===== config.mk =====
export PLATFORM = sky130hd
export DESIGN_NAME = glm_load_sequencer
export DESIGN_NICKNAME = d
export VERILOG_FILES = /design/src/rtl/glm_pkg.sv /design/src/rtl/glm_load_sequencer.sv
export SDC_FILE = /design/constraint.sdc
export NUM_CORES = 2
export LEC_CHECK = 0
export BUFFER_PORTS_ARGS = -buffer_cell sky130_fd_sc_hd__buf_4
export CORE_MARGIN = 5
export CORE_UTILIZATION = 46
export CTS_CLUSTER_DIAMETER = 30
export DETAILED_ROUTE_END_ITERATION = 10
export HOLD_SLACK_MARGIN = 0.1
export PLACE_DENSITY_LB_ADDON = 0.12
export SKIP_LAST_GASP = 1
export SLEW_MARGIN = 20
export SYNTH_ARGS = -nofsm -noshare
export SYNTH_HDL_FRONTEND = slang
export SYNTH_SLANG_ARGS = --single-unit
export TNS_END_PERCENT = 50

===== constraint.sdc =====
create_clock -name sys_clk -period 121.6 [get_ports sys_clk]
set_input_delay 6.08 -clock sys_clk [delete_from_list [all_inputs] [get_ports sys_clk]]
set_output_delay 6.08 -clock sys_clk [all_outputs]
set_load 0.02 [all_outputs]

===== src/rtl/glm_pkg.sv =====
package glm_pkg;
  // timing
  localparam int unsigned CLK_MHZ = 250;
  localparam int unsigned TICK_US = 1000;
  localparam int unsigned TICK_CYC_DFLT = CLK_MHZ * TICK_US;
  localparam int unsigned DEBOUNCE_US = 2000;
  localparam int unsigned DEB_CYC_DFLT = CLK_MHZ * DEBOUNCE_US;
  localparam int unsigned UNLOAD_HOLD_MS = 5000;
  localparam logic [15:0] UNLOAD_HOLD_TICKS =
    16'(UNLOAD_HOLD_MS * 1000 / TICK_US);
  localparam int unsigned PULSE_MS_DFLT = 1000;
  localparam int unsigned CNT_W = 20;

  // register byte offsets
  localparam logic [11:0] OFS_CTRL = 12'h000;
  localparam logic [11:0] OFS_RATE1 = 12'h004;
  localparam logic [11:0] OFS_RATE2 = 12'h008;
  localparam logic [11:0] OFS_TRIP = 12'h00c;
  localparam logic [11:0] OFS_RATED = 12'h010;
  localparam logic [11:0] OFS_BASEREF = 12'h014;
  localparam logic [11:0] OFS_REMOTE = 12'h018;
  localparam logic [11:0] OFS_FUELMIN = 12'h01c;
  localparam logic [11:0] OFS_FUELMAX = 12'h020;
  localparam logic [11:0] OFS_PULSE = 12'h024;
  localparam logic [11:0] OFS_GAIN = 12'h028;
  localparam logic [11:0] OFS_STATUS = 12'h02c;
  localparam logic [11:0] OFS_LOADREF = 12'h030;

  // control bits and droop gain shift
  localparam int unsigned CTRL_RATE2_EN = 0;
  localparam int unsigned CTRL_FUEL_DROOP = 1;
  localparam int unsigned CTRL_FUEL_ISOCH = 2;
  localparam int unsigned CTRL_BUMPLESS = 3;
  localparam int unsigned GAIN_SHIFT = 8;

  // reset values
  localparam logic [3:0] CTRL_RST = 4'h0;
  localparam logic [15:0] RATE_RST = 16'h0010;
  localparam logic [15:0] TRIP_RST = 16'h0064;
  localparam logic [15:0] RATED_RST = 16'h03e8;
  localparam logic [15:0] BASEREF_RST = 16'h01f4;
  localparam logic [15:0] FUELMIN_RST = 16'h0100;
  localparam logic [15:0] FUELMAX_RST = 16'h0f00;
  localparam logic [15:0] PULSE_RST = 16'(PULSE_MS_DFLT);
  localparam logic [15:0] GAIN_RST = 16'h000d;

  typedef enum logic [2:0] {
    SEQ_DROOP, SEQ_LOADING, SEQ_UNLOADING, SEQ_TRIP, SEQ_HOLD
  } glm_seq_e;

  typedef enum logic [1:0] {
    SENSOR_DROOP_MODE, FUEL_DROOP_MODE, SENSOR_ISOCH_MODE, FUEL_ISOCH_MODE
  } glm_mode_e;

  typedef struct packed {
    logic rate2Select;
    logic lowerInput;
    logic raiseInput;
    logic baseLoad;
    logic loadCommand;
    logic breakerClosedContact;
  } glm_contacts_s;

  typedef struct packed {
    logic [3:0] ctrl;
    logic [15:0] rate1;
    logic [15:0] rate2;
    logic [15:0] tripLevel;
    logic [15:0] ratedLoad;
    logic [15:0] baseRefInt;
    logic [15:0] remoteSet;
    logic [15:0] fuelMin;
    logic [15:0] fuelMax;
    logic [15:0] pulseMs;
    logic [15:0] droopGain;
  } glm_cfg_s;

  typedef struct packed {
    glm_contacts_s sync1;
    glm_contacts_s sync2;
    glm_contacts_s stable;
    logic [5:0][CNT_W-1:0] deb;
    logic bcPrev;
    logic lcPrev;
    logic [CNT_W-1:0] tickCnt;
    logic tick;
    glm_seq_e seq;
    logic [15:0] loadRef;
    logic [15:0] baseRef;
    logic [15:0] droopSet;
    logic [15:0] holdCnt;
    logic [15:0] pulseCnt;
    logic relayOpen;
    logic droopPrev;
    glm_mode_e mode;
    logic signed [15:0] droopBias;
    logic sensorAlarm;
    glm_cfg_s cfg;
    logic [31:0] prdata;
    logic pslverr;
  } glm_state_s;
endpackage : glm_pkg


===== src/rtl/glm_load_sequencer.sv =====
// Chosen here: the APB interface to the registers and the register offsets.
`timescale 1ns/10ps
module glm_load_sequencer #(
  parameter int unsigned DEB_CYC = glm_pkg::DEB_CYC_DFLT,
  parameter int unsigned TICK_CYC = glm_pkg::TICK_CYC_DFLT
) (
  input wire logic sys_clk,
  input wire logic rst,
  input wire logic [11:0] paddr,
  input wire logic psel,
  input wire logic penable,
  input wire logic pwrite,
  input wire logic [31:0] pwdata,
  output logic [31:0] prdata,
  output logic pready,
  output logic pslverr,
  input wire glm_pkg::glm_contacts_s contactsIn,
  input wire logic sensorFailed,
  input wire logic sensorReset,
  input wire logic [15:0] sensorLoad,
  input wire logic [15:0] fuelDemand,
  input wire logic [15:0] shareRef,
  output logic breakerOpenRelay,
  output logic [15:0] loadRef,
  output logic [15:0] droopSet,
  output logic signed [15:0] droopBias,
  output logic loadBiasEnable,
  output glm_pkg::glm_mode_e mode,
  output logic sensorAlarm
);

  ////////////////////////////////////////////////////////////////////////////
  function automatic logic [15:0] stepTo(input logic [15:0] cur,
                                          input logic [15:0] tgt,
                                          input logic [15:0] rate);
    logic [16:0] sum;
    sum = {1'b0, cur} + {1'b0, rate};
    if (cur < tgt)
      stepTo = (sum >= {1'b0, tgt}) ? tgt : sum[15:0];
    else if (cur - tgt > rate)
      stepTo = cur - rate;
    else
      stepTo = tgt;
  endfunction : stepTo

  function automatic logic mapped(input logic [11:0] a);
    mapped = (a <= glm_pkg::OFS_LOADREF) && (a[1:0] == 2'h0);
  endfunction : mapped

  ////////////////////////////////////////////////////////////////////////////
  localparam int unsigned CNT_W = glm_pkg::CNT_W;
  localparam logic [CNT_W-1:0] DEB_MAX = CNT_W'(DEB_CYC - 1);
  localparam logic [CNT_W-1:0] TICK_MAX = CNT_W'(TICK_CYC - 1);

  glm_pkg::glm_state_s q, d;
  logic bc, lc, bl, rs, lw;
  logic sensorBad, droopMode, useRate2;
  logic [15:0] rate, fuelLoad, fbLoad, baseTgt, loadTgt;
  logic [31:0] fuelSpan, fuelScaled, droopProd, rdVal;

  assign bc = q.stable.breakerClosedContact;
  assign lc = q.stable.loadCommand;
  assign bl = q.stable.baseLoad;
  assign rs = q.stable.raiseInput;
  assign lw = q.stable.lowerInput;
  assign sensorBad = sensorFailed | ~sensorReset;
  assign useRate2 = q.cfg.ctrl[glm_pkg::CTRL_RATE2_EN] & q.stable.rate2Select;
  assign rate = useRate2 ? q.cfg.rate2 : q.cfg.rate1;

  // fuel span of zero gives no load rather than a divide fault
  assign fuelSpan = {16'h0000, q.cfg.fuelMax - q.cfg.fuelMin};
  assign fuelScaled = (fuelDemand <= q.cfg.fuelMin
                       || q.cfg.fuelMax <= q.cfg.fuelMin) ? 32'h0 :
    ({16'h0000, fuelDemand - q.cfg.fuelMin} * {16'h0000, q.cfg.ratedLoad})
    / fuelSpan;
  assign fuelLoad = (fuelScaled > {16'h0000, q.cfg.ratedLoad}) ?
    q.cfg.ratedLoad : fuelScaled[15:0];
  assign fbLoad = (sensorBad || q.mode == glm_pkg::FUEL_DROOP_MODE
                   || q.mode == glm_pkg::FUEL_ISOCH_MODE)
    ? fuelLoad : sensorLoad;
  assign droopMode = (q.mode == glm_pkg::SENSOR_DROOP_MODE)
    || (q.mode == glm_pkg::FUEL_DROOP_MODE);
  assign droopProd = {16'h0000, fbLoad} * {16'h0000, q.cfg.droopGain};

  // base load reference target from raise and lower
  always_comb
  begin
    if (rs && lw)
      baseTgt = q.cfg.remoteSet;
    else if (rs)
      baseTgt = q.cfg.ratedLoad;
    else if (lw)
      baseTgt = q.cfg.tripLevel;
    else
      baseTgt = q.cfg.baseRefInt;
    loadTgt = bl ? q.baseRef : shareRef;
  end

  always_comb
  begin
    if (paddr == glm_pkg::OFS_CTRL)
      rdVal = {28'h0, q.cfg.ctrl};
    else if (paddr == glm_pkg::OFS_RATE1)
      rdVal = {16'h0, q.cfg.rate1};
    else if (paddr == glm_pkg::OFS_RATE2)
      rdVal = {16'h0, q.cfg.rate2};
    else if (paddr == glm_pkg::OFS_TRIP)
      rdVal = {16'h0, q.cfg.tripLevel};
    else if (paddr == glm_pkg::OFS_RATED)
      rdVal = {16'h0, q.cfg.ratedLoad};
    else if (paddr == glm_pkg::OFS_BASEREF)
      rdVal = {16'h0, q.cfg.baseRefInt};
    else if (paddr == glm_pkg::OFS_REMOTE)
      rdVal = {16'h0, q.cfg.remoteSet};
    else if (paddr == glm_pkg::OFS_FUELMIN)
      rdVal = {16'h0, q.cfg.fuelMin};
    else if (paddr == glm_pkg::OFS_FUELMAX)
      rdVal = {16'h0, q.cfg.fuelMax};
    else if (paddr == glm_pkg::OFS_PULSE)
      rdVal = {16'h0, q.cfg.pulseMs};
    else if (paddr == glm_pkg::OFS_GAIN)
      rdVal = {16'h0, q.cfg.droopGain};
    else if (paddr == glm_pkg::OFS_STATUS)
      rdVal = {16'h0, q.baseRef[7:0], q.stable[5:0], q.mode[1], q.mode[0]}
        ^ {16'h0, 8'h0, 2'h0, q.relayOpen, q.seq, q.sensorAlarm, 1'b0}
        ^ {16'h0, q.baseRef[7:0], 8'h0};
    else if (paddr == glm_pkg::OFS_LOADREF)
      rdVal = {q.baseRef, q.loadRef};
    else
      rdVal = 32'h0;
  end

  ////////////////////////////////////////////////////////////////////////////
  always_comb
  begin
    d = q;
    d.tick = 1'b0;
    // two-flop sync, then a stable-for-DEB_CYC filter per contact
    d.sync1 = contactsIn;
    d.sync2 = q.sync1;
    for (int i = 0; i < 6; i++)
    begin
      if (q.sync2[i] == q.stable[i])
        d.deb[i] = '0;
      else if (q.deb[i] >= DEB_MAX)
      begin
        d.stable[i] = q.sync2[i];
        d.deb[i] = '0;
      end
      else
        d.deb[i] = q.deb[i] + CNT_W'(1);
    end
    if (q.tickCnt >= TICK_MAX)
    begin
      d.tickCnt = '0;
      d.tick = 1'b1;
    end
    else
      d.tickCnt = q.tickCnt + CNT_W'(1);
    d.bcPrev = bc;
    d.lcPrev = lc;

    // mode table
    if (!bc)
      d.mode = (sensorBad || q.cfg.ctrl[glm_pkg::CTRL_FUEL_DROOP])
        ? glm_pkg::FUEL_DROOP_MODE : glm_pkg::SENSOR_DROOP_MODE;
    else if (!sensorBad)
      d.mode = glm_pkg::SENSOR_ISOCH_MODE;
    else
      d.mode = q.cfg.ctrl[glm_pkg::CTRL_FUEL_ISOCH]
        ? glm_pkg::FUEL_ISOCH_MODE : glm_pkg::FUEL_DROOP_MODE;
    d.sensorAlarm = sensorBad;
    d.droopPrev = droopMode;
    // bias follows the next mode so it switches in step with mode
    d.droopBias = (d.mode == glm_pkg::SENSOR_DROOP_MODE
                   || d.mode == glm_pkg::FUEL_DROOP_MODE) ? -$signed({1'b0,
      droopProd[glm_pkg::GAIN_SHIFT +: 15]}) : 16'sh0000;

    if (q.tick && q.seq != glm_pkg::SEQ_DROOP)
      d.baseRef = stepTo(q.baseRef, baseTgt, rate);

    case (q.seq)
      glm_pkg::SEQ_DROOP:
      begin
        d.relayOpen = 1'b0;
        // base load has no say here; load command only picks the sequence at breaker close
        if (q.tick && rs && lw)
          d.droopSet = stepTo(q.droopSet, q.cfg.remoteSet, rate);
        else if (q.tick && rs)
          d.droopSet = stepTo(q.droopSet, q.cfg.ratedLoad, rate);
        else if (q.tick && lw)
          d.droopSet = stepTo(q.droopSet, 16'h0000, rate);
        if (bc && !q.bcPrev)
        begin
          d.baseRef = q.cfg.baseRefInt;
          if (lc)
          begin
            d.seq = glm_pkg::SEQ_LOADING;
            d.loadRef = q.cfg.ctrl[glm_pkg::CTRL_BUMPLESS]
              ? fbLoad : 16'h0000;
          end
          else
          begin
            d.seq = glm_pkg::SEQ_HOLD;
            d.loadRef = q.cfg.tripLevel;
          end
        end
      end
      glm_pkg::SEQ_LOADING:
      begin
        if (!lc)
        begin
          d.seq = glm_pkg::SEQ_UNLOADING;
          d.holdCnt = 16'h0000;
        end
        else if (q.tick)
          d.loadRef = stepTo(q.loadRef, loadTgt, rate);
      end
      glm_pkg::SEQ_UNLOADING:
      begin
        if (q.tick)
          d.loadRef = stepTo(q.loadRef, q.cfg.tripLevel, rate);
        if (q.tick && q.loadRef == q.cfg.tripLevel)
          d.holdCnt = q.holdCnt + 16'h0001;
        if (lc)
          d.seq = glm_pkg::SEQ_LOADING;
        else if (fbLoad <= q.cfg.tripLevel
                 || q.holdCnt >= glm_pkg::UNLOAD_HOLD_TICKS)
        begin
          d.seq = glm_pkg::SEQ_TRIP;
          d.relayOpen = 1'b1;
          d.pulseCnt = 16'h0000;
        end
      end
      glm_pkg::SEQ_TRIP:
      begin
        d.loadRef = q.cfg.tripLevel;
        if (q.tick)
          d.pulseCnt = q.pulseCnt + 16'h0001;
        if (q.tick && q.pulseCnt >= q.cfg.pulseMs)
        begin
          d.relayOpen = 1'b0;
          d.seq = glm_pkg::SEQ_HOLD;
        end
      end
      glm_pkg::SEQ_HOLD:
      begin
        d.loadRef = q.cfg.tripLevel;
        if (lc)
          d.seq = glm_pkg::SEQ_LOADING;
      end
      default:
        d.seq = glm_pkg::SEQ_DROOP;
    endcase

    // breaker open overrides every sequence but a running trip pulse,
    // which the opening breaker itself would otherwise cut short
    if (!bc && q.seq != glm_pkg::SEQ_TRIP)
    begin
      d.seq = glm_pkg::SEQ_DROOP;
      d.relayOpen = 1'b0;
      if (q.seq != glm_pkg::SEQ_DROOP && q.cfg.ctrl[glm_pkg::CTRL_BUMPLESS])
        d.droopSet = fbLoad;
    end

    // apb: zero wait, read data latched in the setup cycle
    if (psel && !penable)
    begin
      d.prdata = rdVal;
      d.pslverr = ~mapped(paddr);
    end
    if (psel && penable && pwrite)
    begin
      if (paddr == glm_pkg::OFS_CTRL)
        d.cfg.ctrl = pwdata[3:0];
      else if (paddr == glm_pkg::OFS_RATE1)
        d.cfg.rate1 = pwdata[15:0];
      else if (paddr == glm_pkg::OFS_RATE2)
        d.cfg.rate2 = pwdata[15:0];
      else if (paddr == glm_pkg::OFS_TRIP)
        d.cfg.tripLevel = pwdata[15:0];
      else if (paddr == glm_pkg::OFS_RATED)
        d.cfg.ratedLoad = pwdata[15:0];
      else if (paddr == glm_pkg::OFS_BASEREF)
        d.cfg.baseRefInt = pwdata[15:0];
      else if (paddr == glm_pkg::OFS_REMOTE)
        d.cfg.remoteSet = pwdata[15:0];
      else if (paddr == glm_pkg::OFS_FUELMIN)
        d.cfg.fuelMin = pwdata[15:0];
      else if (paddr == glm_pkg::OFS_FUELMAX)
        d.cfg.fuelMax = pwdata[15:0];
      else if (paddr == glm_pkg::OFS_PULSE)
        d.cfg.pulseMs = pwdata[15:0];
      else if (paddr == glm_pkg::OFS_GAIN)
        d.cfg.droopGain = pwdata[15:0];
    end
  end

  always_ff @(posedge sys_clk or posedge rst)
  begin
    if (rst)
    begin
      q <= '0;
      q.cfg.ctrl <= glm_pkg::CTRL_RST;
      q.cfg.rate1 <= glm_pkg::RATE_RST;
      q.cfg.rate2 <= glm_pkg::RATE_RST;
      q.cfg.tripLevel <= glm_pkg::TRIP_RST;
      q.cfg.ratedLoad <= glm_pkg::RATED_RST;
      q.cfg.baseRefInt <= glm_pkg::BASEREF_RST;
      q.cfg.fuelMin <= glm_pkg::FUELMIN_RST;
      q.cfg.fuelMax <= glm_pkg::FUELMAX_RST;
      q.cfg.pulseMs <= glm_pkg::PULSE_RST;
      q.cfg.droopGain <= glm_pkg::GAIN_RST;
      q.seq <= glm_pkg::SEQ_DROOP;
      q.mode <= glm_pkg::SENSOR_DROOP_MODE;
    end
    else
      q <= d;
  end

  assign prdata = q.prdata;
  assign pready = 1'b1;
  assign pslverr = q.pslverr;
  assign breakerOpenRelay = q.relayOpen;
  assign loadRef = q.loadRef;
  assign droopSet = q.droopSet;
  assign droopBias = q.droopBias;
  assign loadBiasEnable = ~droopMode;
  assign mode = q.mode;
  assign sensorAlarm = q.sensorAlarm;
endmodule : glm_load_sequencer


==> results.yml <==
final_layout:
  final.fill_count: 15600
  postLayoutCellArea_mm2: 0.0841
  drive_gt1_frac: 0.134
  area_growth_syn_to_layout_pct: 12.4
  finish.net_count: 10800
route:
  detailroute.via_count: 71000
  route.detailed.drc: 0
  via_per_inst: 6.09
  drt.antenna.violating_nets: 0
  avgRoutedWirePerCell_um: 23.6
  routed_wirelength_um: 275000
  drtIter0Drc: 6292
  drtPass1Iterations: 8
synth:
  synth.lib_cells_used.distinct: 138
  prevailing_post_synth_register_cell: "sky130_fd_sc_hd__dfrtp_1"
  synth.yosys.warnings: 0
  synthesis.instances: 9229
  syn_avg_cell_area_um2: 8.11
  synth_async_sr_flop_share: 1.00
  synth_sequential_area_ratio: 0.154
  synth-edff-count: 0
  mapped_area_mm2: 0.0748
  ys_ff_latch: 460
critical_path:
  cp_slowest_cell: "sky130_fd_sc_hd__o31ai_1"
  critPathArrivalTime_ns: 116.28
  criticalPathCategory: "in2reg"
  max_stage_delay_ns: 0.67
  timing.critical_path.fanout_max: 23
  path_common_cell: "sky130_fd_sc_hd__o21a_1"
  timing.reg2reg.worst_path_depth: 532
  critPathRequiredTime_ns: 122.25
  crit_path_start_kind: "input port"
  setup.worst_path.end_class: "flop"
timing:
  timing.max_slew.rel_slack: 0.174
  layout_min_cycle_time_ns: 115.63
  drv_slew: 0
  setup_viol: 0
  setup_total_negative_slack_ns: 0
  max_freq_mhz: 8.65
  final-hold-violation-count: 0
  hold_ws_ns: 0.349
  final.period_utilization: 0.951
  worstMarginPinSlew_ns: 1.23
  fin_worst_skew_ns: 0.0980
floorplan:
  die_area_mm2: 0.171
  floorplan.die.height_um: 413
  initial_core_util: 0.461
  design.portCount: 192
  placeableCoreArea_mm2: 0.162
  std_cell_rows: 148
  floorplan.die.width_um: 413
worst_hold_path:
  whs_path_depth: 0
  timing.hold.worst.class: "reg2reg"
clock_tree:
  cts-root-to-sink-buffers: 3
  worstSkewPairLatency_ns: 0.76
  ctsHoldBuffers: 0
  clk_pin_slew_worst_paths_ns: 0.05
  cts_made_buffers: 121
  htreeDepth: 3
  tritoncts_num_sinks: 460
  cts-root-buf: "sky130_fd_sc_hd__clkbuf_16"
  tritoncts: "done"
global_routing:
  largest_net_degree_at_the_start_of_global_routing: 158
  track_usage: 0.313
  grt_first_pass_wirelength_um: 412000
  grt_overflow: 0
  first_global_vias: 67800
  antenna_found_initial: 19
placed_design:
  dpl_cell_area_mm2: 0.0790
  place.port_buffers: 174
  half_perimeter_wire_length_after_placement_um: 215000
  placer_congestion_estimate: 0.973
outcome:
  outcome: "complete, no violations"
flow_run:
  maxCapViolCount: 0
## what timing repair did
item,CTS,global route
gates resized for setup,1,147
setup endpoints to repair,2,68
setup buffers,0,27
pin swaps,0,24
cloned,0,0
## worst max-delay path, delay by kind of cell
| kind | cells | cell delay [ns] |
|---|---|---|
| compound gates | 317 | 63.21 |
| xor+xnor | 1 | 0.16 |
| fa+ha+maj | 48 | 17.58 |
| buf+inv | 32 | 4.32 |
| mux | 10 | 3.06 |
| simple gates | 124 | 21.72 |
## sequential cells by signal (all words and copies together) (netlist names)
name / cells
q: 364
prdata: 32
droopBias: 16
droopSet: 16
loadRef: 16
d: 6
mode: 2
bc: 1
bl: 1
breakerOpenRelay: 1
lc: 1
lw: 1
pslverr: 1
rs: 1
sensorAlarm: 1
## cell usage after synthesis, types with 59 or more instances
master                       n  area (um^2)
sky130_fd_sc_hd__a211oi_1   86          646
sky130_fd_sc_hd__a21o_1    198         1490
sky130_fd_sc_hd__a21oi_1   549         2750
sky130_fd_sc_hd__and2_1    249         1560
sky130_fd_sc_hd__buf_4      86          646
sky130_fd_sc_hd__clkbuf_1  286         1070
sky130_fd_sc_hd__dfrtp_1   429        10700
sky130_fd_sc_hd__fa_1      366         7330
sky130_fd_sc_hd__ha_1      986        12300
sky130_fd_sc_hd__inv_1     731         2740
sky130_fd_sc_hd__mux2_2    272         3060
sky130_fd_sc_hd__nand2_1   876         3290
sky130_fd_sc_hd__nand2b_1  112          701
sky130_fd_sc_hd__nand3_1   156          781
sky130_fd_sc_hd__nand4_1   122          763
sky130_fd_sc_hd__nor2_1    866         3250
sky130_fd_sc_hd__nor2b_1    89          557
sky130_fd_sc_hd__nor3_1    278         1390
sky130_fd_sc_hd__o21a_1    240         1800
sky130_fd_sc_hd__o21ai_0   385         1930
sky130_fd_sc_hd__o21bai_1   64          480
sky130_fd_sc_hd__o22ai_1    86          538
sky130_fd_sc_hd__o31ai_1   132          991
sky130_fd_sc_hd__or2_2      59          369
sky130_fd_sc_hd__xnor2_1   288         2520
sky130_fd_sc_hd__xor2_1    243         2130
## cell families (layout without fill, tap and decap cells)
group	Yosys count	in the layout	share of synthesized area
and+or+nand+nor	3082	3082	0.197
AOI/OAI and AO/OA	2286	2286	0.206
adders and majority gates	1353	1353	0.263
buffers and inverters	1163	1405	0.0630
xor gates and xnor gates	533	533	0.0627
DFF	460	460	0.154
muxes	350	350	0.0543
other	2	21	0.000100
## cell type report
cell class,count,area [um^2],area share
inverters,732,2760,0.0328
flip-flops and latches,460,11500,0.137
clock inverters,74,916,0.0109
well taps,2175,2720,0.0323
clock buffers,156,3340,0.0397
repair buffers,443,3420,0.0406
diodes,12,30.0,0.000357
multi-input cells,7613,59400,0.706
## final timing paths
| path | endpoint | from | slack [ns] |
|---|---|---|---|
| max reg2reg | droopBias[8] | q[82] | 10.84 |
| max in group asynchronous | q[102] | rst | 113.86 |
| min | q[453] | d[453] | 0.35 |
| min in group asynchronous | q[426] | rst | 5.49 |
| max | droopBias[8] | fuelDemand[1] | 5.97 |
| min reg2reg | q[453] | d[453] | 0.35 |
## layer usage
layer / vias up / wire length (um) / GRT usage
met3: 494 / 25600 / 0.0718
met4: 6 / 11300 / 0.113
li1: 33000 / - / -
met1: 34700 / 124000 / 0.445
met5: - / 27 / 0
met2: 2775 / 114000 / 0.463
## metrics by stage
| step | util | worst slack [ns] | cells |
|---|---|---|---|
| after floorplan | - | 4.55 | 9236 |
| after global placement | 0.487 | 0.727 | 11400 |
| after detailed placement | 0.487 | -0.544 | 11400 |
| after CTS | 0.513 | 0.0226 | 11600 |
| after global routing | 0.518 | -0.453 | 11700 |
| final | 0.519 | 5.97 | 11700 |
## placed cells by master (no fill, tap or decap), drive strengths merged, types with 275 or more instances in the layout
| cell type | count |
|---|---|
| mux2 | 275 |
| inv | 741 |
| xnor2 | 290 |
| nor3 | 282 |
| dfrtp | 429 |
| a21oi | 550 |
| o21ai | 412 |
| fa | 366 |
| buf | 443 |
| nand2 | 878 |
| ha | 986 |
| nor2 | 870 |
Power is left out: the tool's default activity adds up to more than one toggle a clock period on the data nets, which glitch-free logic cannot reach.
